### src/lgwd_defines.vh
`ifndef LGWD_DEFINES_VH
`define LGWD_DEFINES_VH

// Reference timing capacitance and the least capacitance for linear scaling, in pF
`define LGWD_CAP_REF_PF 100000
`define LGWD_CAP_MIN_PF 10000
// Reference timings at 100 nF, in microseconds
`define LGWD_TRIG_US_REF 36000
`define LGWD_LOW_US_REF 18000
// Kick high pulse least length, in nanoseconds
`define LGWD_KICK_MIN_NS 500
// Internal reset reaction time, typical and maximum, in nanoseconds
`define LGWD_RR_TYP_NS 9000
`define LGWD_RR_MAX_NS 15000
// Capacitor discharge time at 100 nF, typical, in nanoseconds
`define LGWD_DISCH_NS_REF 1500
// Clock period in nanoseconds (40 MHz)
`define LGWD_CLK_NS 25
// Default activation thresholds, in microamps (pin open)
`define LGWD_ACT_UA_DEF 1100
`define LGWD_DEACT_UA_DEF 900
// Watchdog states
`define LGWD_ST_OFF 2'h0
`define LGWD_ST_WIN 2'h1
`define LGWD_ST_LOW 2'h2

`endif

### src/lgwd_kick_filter.v
`timescale 1ns/100ps
`include "lgwd_defines.vh"

module lgwd_kick_filter #(
	parameter FILT_CYC = 20
) (
	input wire mclk,
	input wire rst_n,
	input wire kick_in,
	output reg kick_edge
);

// Kick must stay high FILT_CYC cycles before it counts as a rising edge
reg [7:0] high_cnt;
reg counted;

always @(posedge mclk or negedge rst_n) begin
	if (!rst_n) begin
		high_cnt <= 8'h00;
		// Armed only after a low, so a kick held through reset is no edge
		counted <= 1'b1;
		kick_edge <= 1'b0;
	end else begin
		kick_edge <= 1'b0;
		if (!kick_in) begin
			high_cnt <= 8'h00;
			counted <= 1'b0;
		end else if (!counted) begin
			if (high_cnt >= FILT_CYC[7:0] - 8'h01) begin
				counted <= 1'b1;
				kick_edge <= 1'b1;
			end else begin
				high_cnt <= high_cnt + 8'h01;
			end
		end
	end
end

endmodule // lgwd_kick_filter

### src/lgwd_watchdog.v
// How it works
// Only a filtered rising edge on the kick input restarts the trigger window.
// A window that ends with no edge pulls the watchdog fault output low.
// Once low, the fault output stays low for the whole low time.
// With no edges the period is window plus low time, a new window starting after low.
// Window and low time scale with timing capacitance over 100 nF, valid from 10 nF.
// Supervision is on above the activation threshold, off below the lower deactivation one.
// With the adjust pin open the default threshold applies, a resistor selects another.
// Fault and reset outputs are separate open-collector pins that may be wired, low dominant.
// Reset output reacts to undervoltage within the internal reaction time plus discharge.
// The controller holds each kick high for at least 0.5 us.
// At 100 nF the low time is typically 18 ms, within 12 to 27 ms.
// The model uses 36 ms window and 18 ms low time at 100 nF, scaled by capacitance.
// While disabled the fault output is released and the window timer held at restart, once a low phase already running has run to its end.
`timescale 1ns/100ps
`include "lgwd_defines.vh"

module lgwd_watchdog #(
	parameter CAP_PF = `LGWD_CAP_REF_PF,
	parameter TRIG_CYC = ((`LGWD_TRIG_US_REF * 1000 / `LGWD_CLK_NS)
		/ (`LGWD_CAP_REF_PF / 1000)) * (CAP_PF / 1000),
	parameter LOW_CYC = ((`LGWD_LOW_US_REF * 1000 / `LGWD_CLK_NS)
		/ (`LGWD_CAP_REF_PF / 1000)) * (CAP_PF / 1000),
	parameter RR_CYC = (`LGWD_RR_TYP_NS + (`LGWD_DISCH_NS_REF / 100) * (CAP_PF / 1000))
		/ `LGWD_CLK_NS,
	parameter ACT_UA = `LGWD_ACT_UA_DEF,
	parameter DEACT_UA = `LGWD_DEACT_UA_DEF
) (
	input wire mclk,
	input wire rst_n,
	input wire watchdog_kick_input,
	input wire [15:0] load_current_ua,
	input wire adjust_resistor_fitted,
	input wire [15:0] adjusted_activation_ua,
	input wire [15:0] adjusted_deactivation_ua,
	input wire undervoltage,
	output wire watchdog_fault_output_o,
	output wire watchdog_fault_output_oe,
	output wire reset_output_n_o,
	output wire reset_output_n_oe,
	output wire wired_fault_n,
	output wire supervision_active,
	output wire cap_in_range
);

localparam KICK_CYC = (`LGWD_KICK_MIN_NS + `LGWD_CLK_NS - 1) / `LGWD_CLK_NS;
localparam [31:0] TRIG_LIM = (TRIG_CYC < 1) ? 32'h00000001 : TRIG_CYC;
localparam [31:0] LOW_LIM = (LOW_CYC < 1) ? 32'h00000001 : LOW_CYC;
// Reaction time includes the capacitor discharge at the fitted value
localparam [15:0] RR_LIM = (RR_CYC < 1) ? 16'h0001 : RR_CYC[15:0];

// Scaling only holds from 10 nF upward; below that timing is merely indicative
assign cap_in_range = (CAP_PF >= `LGWD_CAP_MIN_PF);

wire kick_edge;
reg [1:0] state;
reg [1:0] next_state;
reg [31:0] timer;
reg [31:0] next_timer;
reg active;
reg fault_low;
reg [15:0] rr_cnt;
reg reset_low;
reg [15:0] act_th;
reg [15:0] deact_th;
reg next_active;
reg next_fault_low;
reg [15:0] next_rr_cnt;
reg next_reset_low;
wire trig_done;
wire low_done;
wire rr_done;

// Short kick pulses are dropped before the window logic sees them
lgwd_kick_filter #(
	.FILT_CYC(KICK_CYC)
) u_kick_filter (
	.mclk(mclk),
	.rst_n(rst_n),
	.kick_in(watchdog_kick_input),
	.kick_edge(kick_edge)
);

// Open adjust pin falls back to the built-in pair
always @* begin
	if (adjust_resistor_fitted) begin
		act_th = adjusted_activation_ua;
		deact_th = adjusted_deactivation_ua;
	end else begin
		act_th = ACT_UA[15:0];
		deact_th = DEACT_UA[15:0];
	end
end

// Hysteresis keeps a sleeping controller from being woken by its own silence
// Equal to a threshold keeps the present state
always @* begin
	next_active = active;
	if (!active && load_current_ua > act_th) begin
		next_active = 1'b1;
	end else if (active && load_current_ua < deact_th) begin
		next_active = 1'b0;
	end
end

always @(posedge mclk or negedge rst_n) begin
	if (!rst_n) begin
		active <= 1'b0;
	end else begin
		active <= next_active;
	end
end

assign supervision_active = active;

// Limits are at least one, so the minus one never wraps
assign trig_done = (timer >= TRIG_LIM - 32'h00000001);
assign low_done = (timer >= LOW_LIM - 32'h00000001);
assign rr_done = (rr_cnt >= RR_LIM - 16'h0001);

// Window and low phase share one timer; it restarts on every change of state
always @* begin
	next_state = state;
	next_timer = timer;
	case (state)
	`LGWD_ST_OFF: begin
		next_timer = 32'h00000000;
		if (active) begin
			next_state = `LGWD_ST_WIN;
		end
	end
	`LGWD_ST_WIN: begin
		if (!active) begin
			next_state = `LGWD_ST_OFF;
			next_timer = 32'h00000000;
		end else if (kick_edge) begin
			next_timer = 32'h00000000;
		end else if (trig_done) begin
			next_state = `LGWD_ST_LOW;
			next_timer = 32'h00000000;
		end else begin
			next_timer = timer + 32'h00000001;
		end
	end
	`LGWD_ST_LOW: begin
		// Kicks are ignored here; the low phase always runs to the end
		if (low_done) begin
			next_state = active ? `LGWD_ST_WIN : `LGWD_ST_OFF;
			next_timer = 32'h00000000;
		end else begin
			next_timer = timer + 32'h00000001;
		end
	end
	default: begin
		next_state = `LGWD_ST_OFF;
		next_timer = 32'h00000000;
	end
	endcase
end

// Fault pin is registered so the open collector never glitches
always @* begin
	next_fault_low = 1'b0;
	if (next_state == `LGWD_ST_LOW) begin
		next_fault_low = 1'b1;
	end
end

always @(posedge mclk or negedge rst_n) begin
	if (!rst_n) begin
		state <= `LGWD_ST_OFF;
	end else begin
		state <= next_state;
	end
end

always @(posedge mclk or negedge rst_n) begin
	if (!rst_n) begin
		timer <= 32'h00000000;
	end else begin
		timer <= next_timer;
	end
end

always @(posedge mclk or negedge rst_n) begin
	if (!rst_n) begin
		fault_low <= 1'b0;
	end else begin
		fault_low <= next_fault_low;
	end
end

// Reset path: undervoltage must persist the reaction time before the pin drops
// Counter restarts whenever undervoltage drops out
always @* begin
	next_rr_cnt = rr_cnt;
	next_reset_low = reset_low;
	if (!undervoltage) begin
		next_rr_cnt = 16'h0000;
		next_reset_low = 1'b0;
	end else if (rr_done) begin
		next_reset_low = 1'b1;
	end else begin
		next_rr_cnt = rr_cnt + 16'h0001;
	end
end

always @(posedge mclk or negedge rst_n) begin
	if (!rst_n) begin
		rr_cnt <= 16'h0000;
		reset_low <= 1'b0;
	end else begin
		rr_cnt <= next_rr_cnt;
		reset_low <= next_reset_low;
	end
end

// Open collector: drive low only, pull-up is external
assign watchdog_fault_output_o = 1'b0;
assign watchdog_fault_output_oe = fault_low;
assign reset_output_n_o = 1'b0;
assign reset_output_n_oe = reset_low;
assign wired_fault_n = ~(fault_low | reset_low);

endmodule // lgwd_watchdog

### config.mk
export PLATFORM = sky130hd
export DESIGN_NAME = lgwd_watchdog
export DESIGN_NICKNAME = d
export VERILOG_FILES = /design/src/lgwd_kick_filter.v /design/src/lgwd_watchdog.v
export VERILOG_INCLUDE_DIRS = /design/src
export SDC_FILE = /design/constraint.sdc
export NUM_CORES = 1
export LEC_CHECK = 0
export ABC_AREA = 1
export ABC_CLOCK_PERIOD_IN_PS = 1700
export BUFFER_PORTS_ARGS = -buffer_cell sky130_fd_sc_hd__buf_2
export CAP_MARGIN = 20
export CELL_PAD_IN_SITES_DETAIL_PLACEMENT = 1
export CELL_PAD_IN_SITES_GLOBAL_PLACEMENT = 1
export CORE_MARGIN = 3
export CORE_UTILIZATION = 35
export CTS_BUF_LIST = sky130_fd_sc_hd__clkbuf_2 sky130_fd_sc_hd__clkbuf_4 sky130_fd_sc_hd__clkbuf_8
export CTS_CLUSTER_DIAMETER = 50
export DETAILED_ROUTE_END_ITERATION = 10
export HOLD_SLACK_MARGIN = 0.02
export PLACE_DENSITY = 0.71
export SLEW_MARGIN = 20
export SYNTH_ARGS = -nofsm -noshare
export SYNTH_HDL_FRONTEND = slang
export SYNTH_SLANG_ARGS = --single-unit
### constraint.sdc
create_clock -name mclk -period 1.7 [get_ports mclk]
set_input_delay 0.34 -clock mclk [delete_from_list [all_inputs] [get_ports mclk]]
set_output_delay 0.34 -clock mclk [all_outputs]
set_load 0.03 [all_outputs]
==> results.ini, run 1 <==
[power_and_ir_drop]
leakage_nw = 2.59
powerDensity_mw_per_mm2 = 758
ir_drop_mv = 0.592

[floorplanning]
start_util_pct = 36.2
die_area_mm2 = 0.0126
rows = 38
core_area_mm2 = 0.0109
die_h_um = 112
die_w_um = 112
io_pins = 60

[finish]
nets = 710
syn2layout_area_growth_pct = 25.0
diodes = 0
drive_above_1_share_pct = 23.6
final_common_cell = nand2_1
final_cell_mix = nand2_1, inv_1, nor2_1
finalInstanceArea_mm2 = 0.00495
post-route-util_pct = 45.3

[synthesis]
synthCells = 519
yosysSeqAreaShare_pct = 39.9
avgSynthCellArea_um2 = 7.63
ys_types = 33
synth_xor_area_share_pct = 1.77
synth_top_area_share_pct = 39.2
ys_warn_count = 0
ys_ff_latch = 63
synth_adder_area_share_pct = 12.0
synth_area_leaders = dfrtp_1, nand2_1, ha_1
yosys.area.top_type = dfrtp_1
syn_area_mm2 = 0.00396
synth-compound-area-share_pct = 7.08
synthSimpleGateAreaFrac_pct = 30.2
synth_top_family_by_area = simple AND/OR/NAND/NOR gates
muxShareOfSynthArea_pct = 0

[timing]
whs_ns = 0.278
clock.fmax_mhz = 619
clock_skew_ns = 0.00806
fin_crit_sh_pct = 95.0
drv_slew = 0
setup_tns_ns = 0
hold_viol = 0
setup_ws_ns = 0.0842
period_minus_slack_ns = 1.62
rsz0062_at_grt = yes
setup_viol = 0

[detailed_routing]
drc = 0
routed_wl_um = 9380
wl_per_cell_um = 12.3
drt_iter0_drc = 107
num_vias = 3541
postRouteAntennaNets = 0
via_per_inst = 4.63
drt_first_pass_iters = 4

[min_path]
hold_class = in -> reg

[critical_path]
timing.rr.start = timer[13]
worstReg2RegEnd = watchdog_fault_output_oe
reg2reg_slack_ns = 0.08
crit_type = reg -> reg
startpoint_type = register
crit_end = watchdog_fault_output_oe
startpoint = timer[13]
worst_r2r_path_depth = 12
crit_arrival_ns = 1.87
cp_data_required_time_ns = 1.95
crit_fanout = 4
cp-end-kind = register

[global_routing]
grt_start_max_net_pins = 64
grt_pass1_wl_um = 16300
track_usage_pct = 15.7
grt_overflow_total = 0
grt_antenna_before_repair = 0
grt_pass1_vias = 3818

[clock_network]
clk_latency_ns = 0.35
clockRootBuffer = clkbuf_8
clockBufferDepth = 2
cts.sinks = 63
htreeDepth = 3
numCtsBuffers = 9
path_clk_slew_ns = 0.07
cts_tree = done

[job]
drv_cap = 0

[run_status]
outcome = complete, no violations

[placement]
io_buffers = 56
dp_slack_ns = -0.160
dp_hpwl_um = 7280
gp_congestion = 0.824
placed_area_mm2 = 0.00459

-- where the power goes --
part | internal (mW) | switching, mW
Clock | 0.678 | 0.631
Combinational | 0.311 | 0.481
Sequential | 1.58 | 0.0696
Total | 2.57 | 1.18
-- layout make-up --
type                       count  area (um2)
clock inverter                 7        73.8
clock buffer                   9         124
inverter                      75         282
timing repair buffer          86         533
fill                        1389        5990
tap                          140         175
multi-input combinational    384        2180
sequential                    63        1580
-- registers in the layout, summed over array words and instances (netlist names) --
signal	count
state	2
u_kick_filter.counted	1
reset_output_n_oe	1
u_kick_filter.high_cnt	8
rr_cnt	16
timer	32
u_kick_filter.kick_edge	1
supervision_active	1
watchdog_fault_output_oe	1
-- synth_stat cells --
master and count:
xor2_1 7, a21oi_1 32, inv_2 2, xnor2_1 1, nor3_2 2, o31ai_1 2
a31oi_1 1, dfstp_2 1, nand2_1 131, nor2_1 69, nand4_2 1, buf_4 4
nand4_1 3, clkbuf_1 4, nand2_2 3, o21a_1 2, o21ai_0 14, dfrtp_1 62
nand2_4 2, o21ai_1 1, nor3b_1 5, ha_1 38, nand3_1 24, nor2_4 3
o31a_1 1, nand3_2 2, and2_2 2, conb_1 2, buf_6 1, nor2_2 8
buf_8 1, inv_1 73, nor3_1 15
-- through the flow --
step | power, mW | instances
after floorplan | 2.13 | 531
after global placement | 2.36 | 740
after detailed placement | 2.41 | 740
after CTS | 3.76 | 758
after global routing | 4.01 | 764
final | 3.75 | 764
-- critical path: stages, from the launching register on --
cell and delay [ns]:
dfrtp_1 0.40, nand2_1 0.09, inv_1 0.09, nand2_1 0.14, nor2_1 0.23, nand2_4 0.09, nand3_4 0.08, buf_4 0.10
nand2_1 0.05, nand2_1 0.06, nand2_1 0.06, nand2_2 0.07, nor2_1 0.04
-- routing by layer --
layer  track usage, %  wire, um  up-vias
met5                0         0        -
met1             18.6      4320     1666
met4             5.05       139        0
li1                 -         -     1823
met3             3.94       280       12
met2             28.0      4640       40
-- kinds of logic (layout without fill, tap and decap cells) --
group | Yosys count | count (layout)
compound gates | 53 | 53
xor+xnor | 8 | 8
fa+ha+maj | 38 | 38
buf+inv | 85 | 177
flops | 63 | 63
other cells | 2 | 14
simple gates | 270 | 271
-- worst min path at each step --
stage / from / end / cells past startpoint
final: watchdog_kick_input / u_kick_filter.high_cnt[1] / 3
after global placement: rst_n / timer[13] / 2
after CTS: watchdog_kick_input / u_kick_filter.high_cnt[1] / 3
after detailed placement: rst_n / timer[13] / 2
after floorplan: rst_n / reset_output_n_oe / 0
after global routing: watchdog_kick_input / u_kick_filter.counted / 3
-- what timing repair did --
action                     in CTS  in global routing
pin swaps                       1                  5
setup buffers                   1                  5
gates resized for setup         3                 24
setup endpoints to repair      10                 44
cloned                          0                  1
hold buffers                    1                  0
hold endpoints to repair       62                  0
(Power assumes the default switching activity.)
==> inputs of run 2 (changes only) <==
--- a/config.mk
+++ b/config.mk
@@ -11,14 +11,14 @@
 export BUFFER_PORTS_ARGS = -buffer_cell sky130_fd_sc_hd__buf_2
 export CAP_MARGIN = 20
 export CELL_PAD_IN_SITES_DETAIL_PLACEMENT = 1
-export CELL_PAD_IN_SITES_GLOBAL_PLACEMENT = 1
+export CELL_PAD_IN_SITES_GLOBAL_PLACEMENT = 2
 export CORE_MARGIN = 3
-export CORE_UTILIZATION = 35
+export CORE_UTILIZATION = 34
 export CTS_BUF_LIST = sky130_fd_sc_hd__clkbuf_2 sky130_fd_sc_hd__clkbuf_4 sky130_fd_sc_hd__clkbuf_8
 export CTS_CLUSTER_DIAMETER = 50
 export DETAILED_ROUTE_END_ITERATION = 10
 export HOLD_SLACK_MARGIN = 0.02
-export PLACE_DENSITY = 0.71
+export PLACE_DENSITY = 0.84
 export SLEW_MARGIN = 20
 export SYNTH_ARGS = -nofsm -noshare
 export SYNTH_HDL_FRONTEND = slang
==> run 2 against run 1 <==
Compared with the run above:
- flip-flop and latch count stayed put
- clock-buffer cell count is 2 higher
- die area is 2.8% higher
- clock skew is 0.0021 ns higher
- global-route usage is 0.35 points higher
- routed wire length is 7.5% higher
- first-iteration DRC count is 17% higher
- critical path type unchanged
- critical endpoint is now state[1]
- largest power group unchanged
- highest routed layer unchanged
==> results.ini, run 2 (synthesis results as in run 1) <==
[run_status]
outcome = complete, no violations

[floorplanning]
die_area_mm2 = 0.0130
die_h_um = 114
die_w_um = 114
start_util_pct = 35.6
core_area_mm2 = 0.0111
io_pins = 60
rows = 38

[clock_network]
clockBufferDepth = 2
cts.sinks = 63
clk_latency_ns = 0.35
htreeDepth = 3
clockRootBuffer = clkbuf_8
numCtsBuffers = 9
path_clk_slew_ns = 0.07
cts_tree = done

[global_routing]
grt_overflow_total = 0
met1_usage_pct = 19.7
busiest_layer = met2
grt_pass1_wl_um = 17000
grt_start_max_net_pins = 64
grt_use_met2_pct = 28.2
track_usage_pct = 16.1
grt.met3_usage_pct = 3.61
grt_antenna_before_repair = 0
grt_pass1_vias = 3843

[min_path]
min-delay-start = watchdog_kick_input
hold-path-endpoint = u_kick_filter.high_cnt[1]
hold_class = in -> reg
hold_path_depth = 3

[critical_path]
timing.rr.start = timer[0]
reg2reg_slack_ns = 0.03
startpoint_type = register
worst_r2r_path_depth = 13
cp_data_required_time_ns = 1.93
crit_type = reg -> reg
crit_chain = ha_2, nand2_2, nor2_4, nand3_2, nand2_2, nand2_4, nand3_4, buf_6, nand2_2, nand2_2, nand2_2, nand2_2, inv_1
cp-end-kind = register
crit_fanout = 4
cp_slowest_cell = dfrtp_1
cp_top_family = simple AND/OR/NAND/NOR gates
crit_arrival_ns = 1.90
cp_common_cell = nand2_2
crit_buf_inv = 2
cp_slowest_stage_delay_ns = 0.36
worstReg2RegEnd = state[1]

[placement]
dp_hpwl_um = 7400
io_buffers = 56
placed_cells = 739
dp_slack_ns = -0.161
placed_area_mm2 = 0.00459
gp_congestion = 0.798

[finish]
top_register = timer
final_common_cell = nand2_1
largest_reg_flops = 32
nets = 719
syn2layout_area_growth_pct = 30.6
drive_above_1_share_pct = 27.6
multi_input_area_mm2 = 0.00226
finalInstanceArea_mm2 = 0.00517
fill_cells = 1398
diodes = 0
final_cell_mix = nand2_1, inv_1, nor2_1
reg.largest.list = timer: 32 flops, rr_cnt: 16 flops, u_kick_filter.high_cnt: 8 flops
post-route-util_pct = 46.5
layout.area.seq_mm2 = 0.00158
final_cells = 773

[detailed_routing]
num_vias = 3605
postRouteAntennaNets = 0
drc = 0
via_per_inst = 4.66
drt_iter0_drc = 125
wl_per_cell_um = 13.0
routed_wl_um = 10100
drt_first_pass_iters = 4

[timing]
hold_viol = 0
setup_ws_ns = 0.0305
clock_skew_ns = 0.0102
clock.fmax_mhz = 599
fin_crit_sh_pct = 98.2
drv_slew = 0
rsz0062_at_grt = yes
setup_tns_ns = 0
whs_ns = 0.286
setup_viol = 0
period_minus_slack_ns = 1.67

[power_and_ir_drop]
ir_drop_mv = 0.472
powerDensity_mw_per_mm2 = 807
finalPower_mw = 4.17
leakage_nw = 2.69

[job]
drv_cap = 0

[run 2: cell types whose count changed in the layout (fill, tap and decap cells not counted), sizes merged]
cell      change
buf           +8
bufinv        +2
clkbuf        +2
clkinv        -5
clkinvlp      +1
nand2         +1
[run 2: what timing repair did]
item	in CTS	in global routing
endpoints found under the setup margin	15	34
hold buffers	1	0
endpoints found under the hold margin	57	0
pin swaps	3	21
gates cloned	0	2
resized for setup	6	47
buffers inserted	4	11
[run 2: cell type report]
| cell class | count | area share (%) |
|---|---|---|
| Tap cell | 140 | 3.39 |
| Timing Repair Buffer | 94 | 11.9 |
| Inverter | 75 | 5.59 |
| Sequential cell | 63 | 30.5 |
| Clock inverter | 5 | 2.03 |
| Multi-Input combinational cell | 385 | 43.7 |
| Clock buffer | 11 | 2.81 |
[run 2: worst register-to-register path, delay by kind of cell (launching register included)]
family	cells	cell delay (ns)
DFF	1	0.36
buffers and inverters	2	0.16
and+or+nand+nor	10	0.83
adders and majority gates	1	0.19
[run 2: how the worst max path moves through the flow]
stage | from | endpoint | slack (ns) | depth (start not counted)
after global placement | adjust_resistor_fitted | supervision_active | -0.10 | 14
final | timer[0] | state[1] | 0.03 | 13
after CTS | timer[1] | state[1] | 0.0007 | 13
after detailed placement | adjust_resistor_fitted | supervision_active | -0.16 | 11
after global routing | u_kick_filter.high_cnt[1] | u_kick_filter.high_cnt[0] | -0.08 | 9
after floorplan | adjust_resistor_fitted | supervision_active | 0.04 | 13
[run 2: per-layer routing]
| metal | part of all wire, % | wire length (um) | vias up |
|---|---|---|---|
| met5 | 0 | 0 | - |
| met4 | 1.5 | 156 | 0 |
| met3 | 3.2 | 325 | 12 |
| met2 | 49 | 4940 | 52 |
| met1 | 46 | 4660 | 1704 |
| li1 | - | - | 1837 |
[run 2: where the power goes]
group          internal, mW  switching [mW]  leakage [nW]
Clock                  1.03           0.605         0.119
Sequential             1.58          0.0743         0.838
Combinational         0.338           0.545          1.73
Total                  2.95            1.22          2.69
==> inputs of run 3 (changes only) <==
--- a/config.mk
+++ b/config.mk
@@ -8,7 +8,7 @@
 export LEC_CHECK = 0
 export ABC_AREA = 1
 export ABC_CLOCK_PERIOD_IN_PS = 1700
-export BUFFER_PORTS_ARGS = -buffer_cell sky130_fd_sc_hd__buf_2
+export BUFFER_PORTS_ARGS = -buffer_cell sky130_fd_sc_hd__clkbuf_2
 export CAP_MARGIN = 20
 export CELL_PAD_IN_SITES_DETAIL_PLACEMENT = 1
 export CELL_PAD_IN_SITES_GLOBAL_PLACEMENT = 2
==> run 3 against run 2 <==
Compared with the run above:
- combinational power fell by 3.1%
- sequential power about the same
- flip-flop and latch count did not move
- via count decreased by 1.2%
- critical path depth is 3 lower
- sequential share of layout area increased by 0.80 points
- largest power group unchanged
- highest routed layer unchanged
==> results.ini, run 3 (synthesis results as in run 1) <==
[global_routing]
track_usage_pct = 15.3
grt_overflow_total = 0
grt_pass1_wl_um = 16600
grt_start_max_net_pins = 64
grt_antenna_before_repair = 0
grt_pass1_vias = 3819

[finish]
fill_cells = 1430
finalInstanceArea_mm2 = 0.00504
syn2layout_area_growth_pct = 27.3
nets = 709
reg.largest.list = timer: 32 flops, rr_cnt: 16 flops, u_kick_filter.high_cnt: 8 flops
final_cells = 763
final_common_cell = nand2_1
final_cell_mix = nand2_1, inv_1, nor2_1
largest_reg_flops = 32
top_register = timer
diodes = 0
drive_above_1_share_pct = 25.7

[detailed_routing]
drc = 0
num_vias = 3562
drt_iter0_drc = 105
wl_per_cell_um = 12.9
routed_wl_um = 9860
postRouteAntennaNets = 0
via_per_inst = 4.67
drt_first_pass_iters = 4

[timing]
hold_viol = 0
setup_ws_ns = 0.0536
fin_crit_sh_pct = 96.8
rsz0062_at_grt = yes
setup_viol = 0
drv_slew = 0
period_minus_slack_ns = 1.65
clock.fmax_mhz = 607
clock_skew_ns = 0.00928

[placement]
placed_area_mm2 = 0.00456
dp_slack_ns = -0.192
dp_hpwl_um = 7250
io_buffers = 56
gp_congestion = 0.799
placed_cells = 737

[critical_path]
timing.rr.start = timer[0]
crit_arrival_ns = 1.91
startpoint_type = register
worstReg2RegEnd = timer[20]
cp-end-kind = register
cp_data_required_time_ns = 1.97
worst_r2r_path_depth = 10
crit_fanout = 4
reg2reg_slack_ns = 0.05
crit_type = reg -> reg

[power_and_ir_drop]
p_sw_mw = 1.22
p_int_mw = 2.75
pwr-share-seq_pct = 41.8
ir_drop_mv = 0.415
switching_share_pct = 30.8
leakage_nw = 2.61
p_comb_share_pct = 21.6
powerDensity_mw_per_mm2 = 789
clkPwrFrac_pct = 36.7

[floorplanning]
io_pins = 60
core_area_mm2 = 0.0111
die_area_mm2 = 0.0130
die_w_um = 114
die_h_um = 114
rows = 38
start_util_pct = 35.6

[clock_network]
clockBufferDepth = 2
postCtsHoldBufs = 0
cts_tree = done
cts.sinks = 63
htreeDepth = 3
path_clk_slew_ns = 0.07
numCtsBuffers = 9
clk_latency_ns = 0.34
clockRootBuffer = clkbuf_8

[min_path]
hold_class = in -> async

[run_status]
outcome = complete, no violations

[job]
drv_cap = 0

-- run 3: worst max path at each step --
stage / from / slack, ns / cells after the start / end
2_1_floorplan: adjust_resistor_fitted / 0.04 / 13 / supervision_active
3_3_place_gp: adjust_resistor_fitted / -0.09 / 12 / supervision_active
3_5_place_dp: adjust_resistor_fitted / -0.19 / 12 / supervision_active
4_1_cts: timer[0] / 0.02 / 10 / timer[20]
5_1_grt: timer[0] / -0.08 / 10 / timer[20]
6_report: timer[0] / 0.05 / 10 / timer[20]
-- run 3: layout make-up --
| class | count | area, um2 | area share, % |
|---|---|---|---|
| Multi-Input combinational cell | 385 | 2250 | 44.7 |
| Sequential cell | 63 | 1580 | 31.3 |
| Timing Repair Buffer | 84 | 523 | 10.4 |
| Inverter | 75 | 287 | 5.69 |
| Tap cell | 140 | 175 | 3.48 |
| Clock buffer | 9 | 124 | 2.46 |
| Clock inverter | 7 | 97.6 | 1.94 |
-- run 3: what timing repair did --
| action | in CTS | in global routing |
|---|---|---|
| setup buffers | 3 | 6 |
| cloned | 0 | 2 |
| resized for setup | 4 | 41 |
| endpoints found under the setup margin | 13 | 36 |
| pin swaps | 2 | 12 |
-- run 3: critical path, cell delays in order, from the launching register on --
cell	delay, ns
dfrtp_1	0.36
ha_2	0.19
nand2_2	0.08
nor2_4	0.15
nand2_2	0.11
buf_6	0.13
nor2_4	0.12
nand4_1	0.15
o21ai_1	0.15
nand2_1	0.06
nor2_1	0.08
-- run 3: through the flow --
| step | hold WS (ns) | utilization [%] | total power, mW | TNS (ns) |
|---|---|---|---|---|
| 5_1_grt | 0.0434 | 45.3 | 4.23 | -0.327 |
| 3_3_place_gp | 0.387 | 41.0 | 2.35 | -0.0891 |
| 6_report | 0.00615 | 45.3 | 3.98 | 0 |
| 4_1_cts | 0.0252 | 43.4 | 3.93 | 0 |
| 2_1_floorplan | 0.0444 | - | 2.13 | 0 |
| 3_5_place_dp | 0.387 | 41.0 | 2.39 | -0.406 |
-- run 3: power groups by stage --
| stage | clock network, mW | registers, mW | logic, mW |
|---|---|---|---|
| CTS | 1.51 | 1.65 | 0.764 |
| global placement | 0 | 1.68 | 0.666 |
| floorplan | 0 | 1.69 | 0.433 |
| finish | 1.46 | 1.66 | 0.857 |
| detailed placement | 0 | 1.69 | 0.700 |
| global route | 1.57 | 1.67 | 0.985 |
-- run 3: per-layer routing --
layer / up-vias / track usage (%) / share of wire (%) / wire length (um)
li1: 1822 / - / - / -
met1: 1686 / 20.5 / 49 / 4790
met2: 47 / 25.8 / 48 / 4730
met3: 7 / 2.81 / 2.7 / 264
met4: 0 / 3.48 / 0.76 / 75
met5: - / 0 / 0 / 0
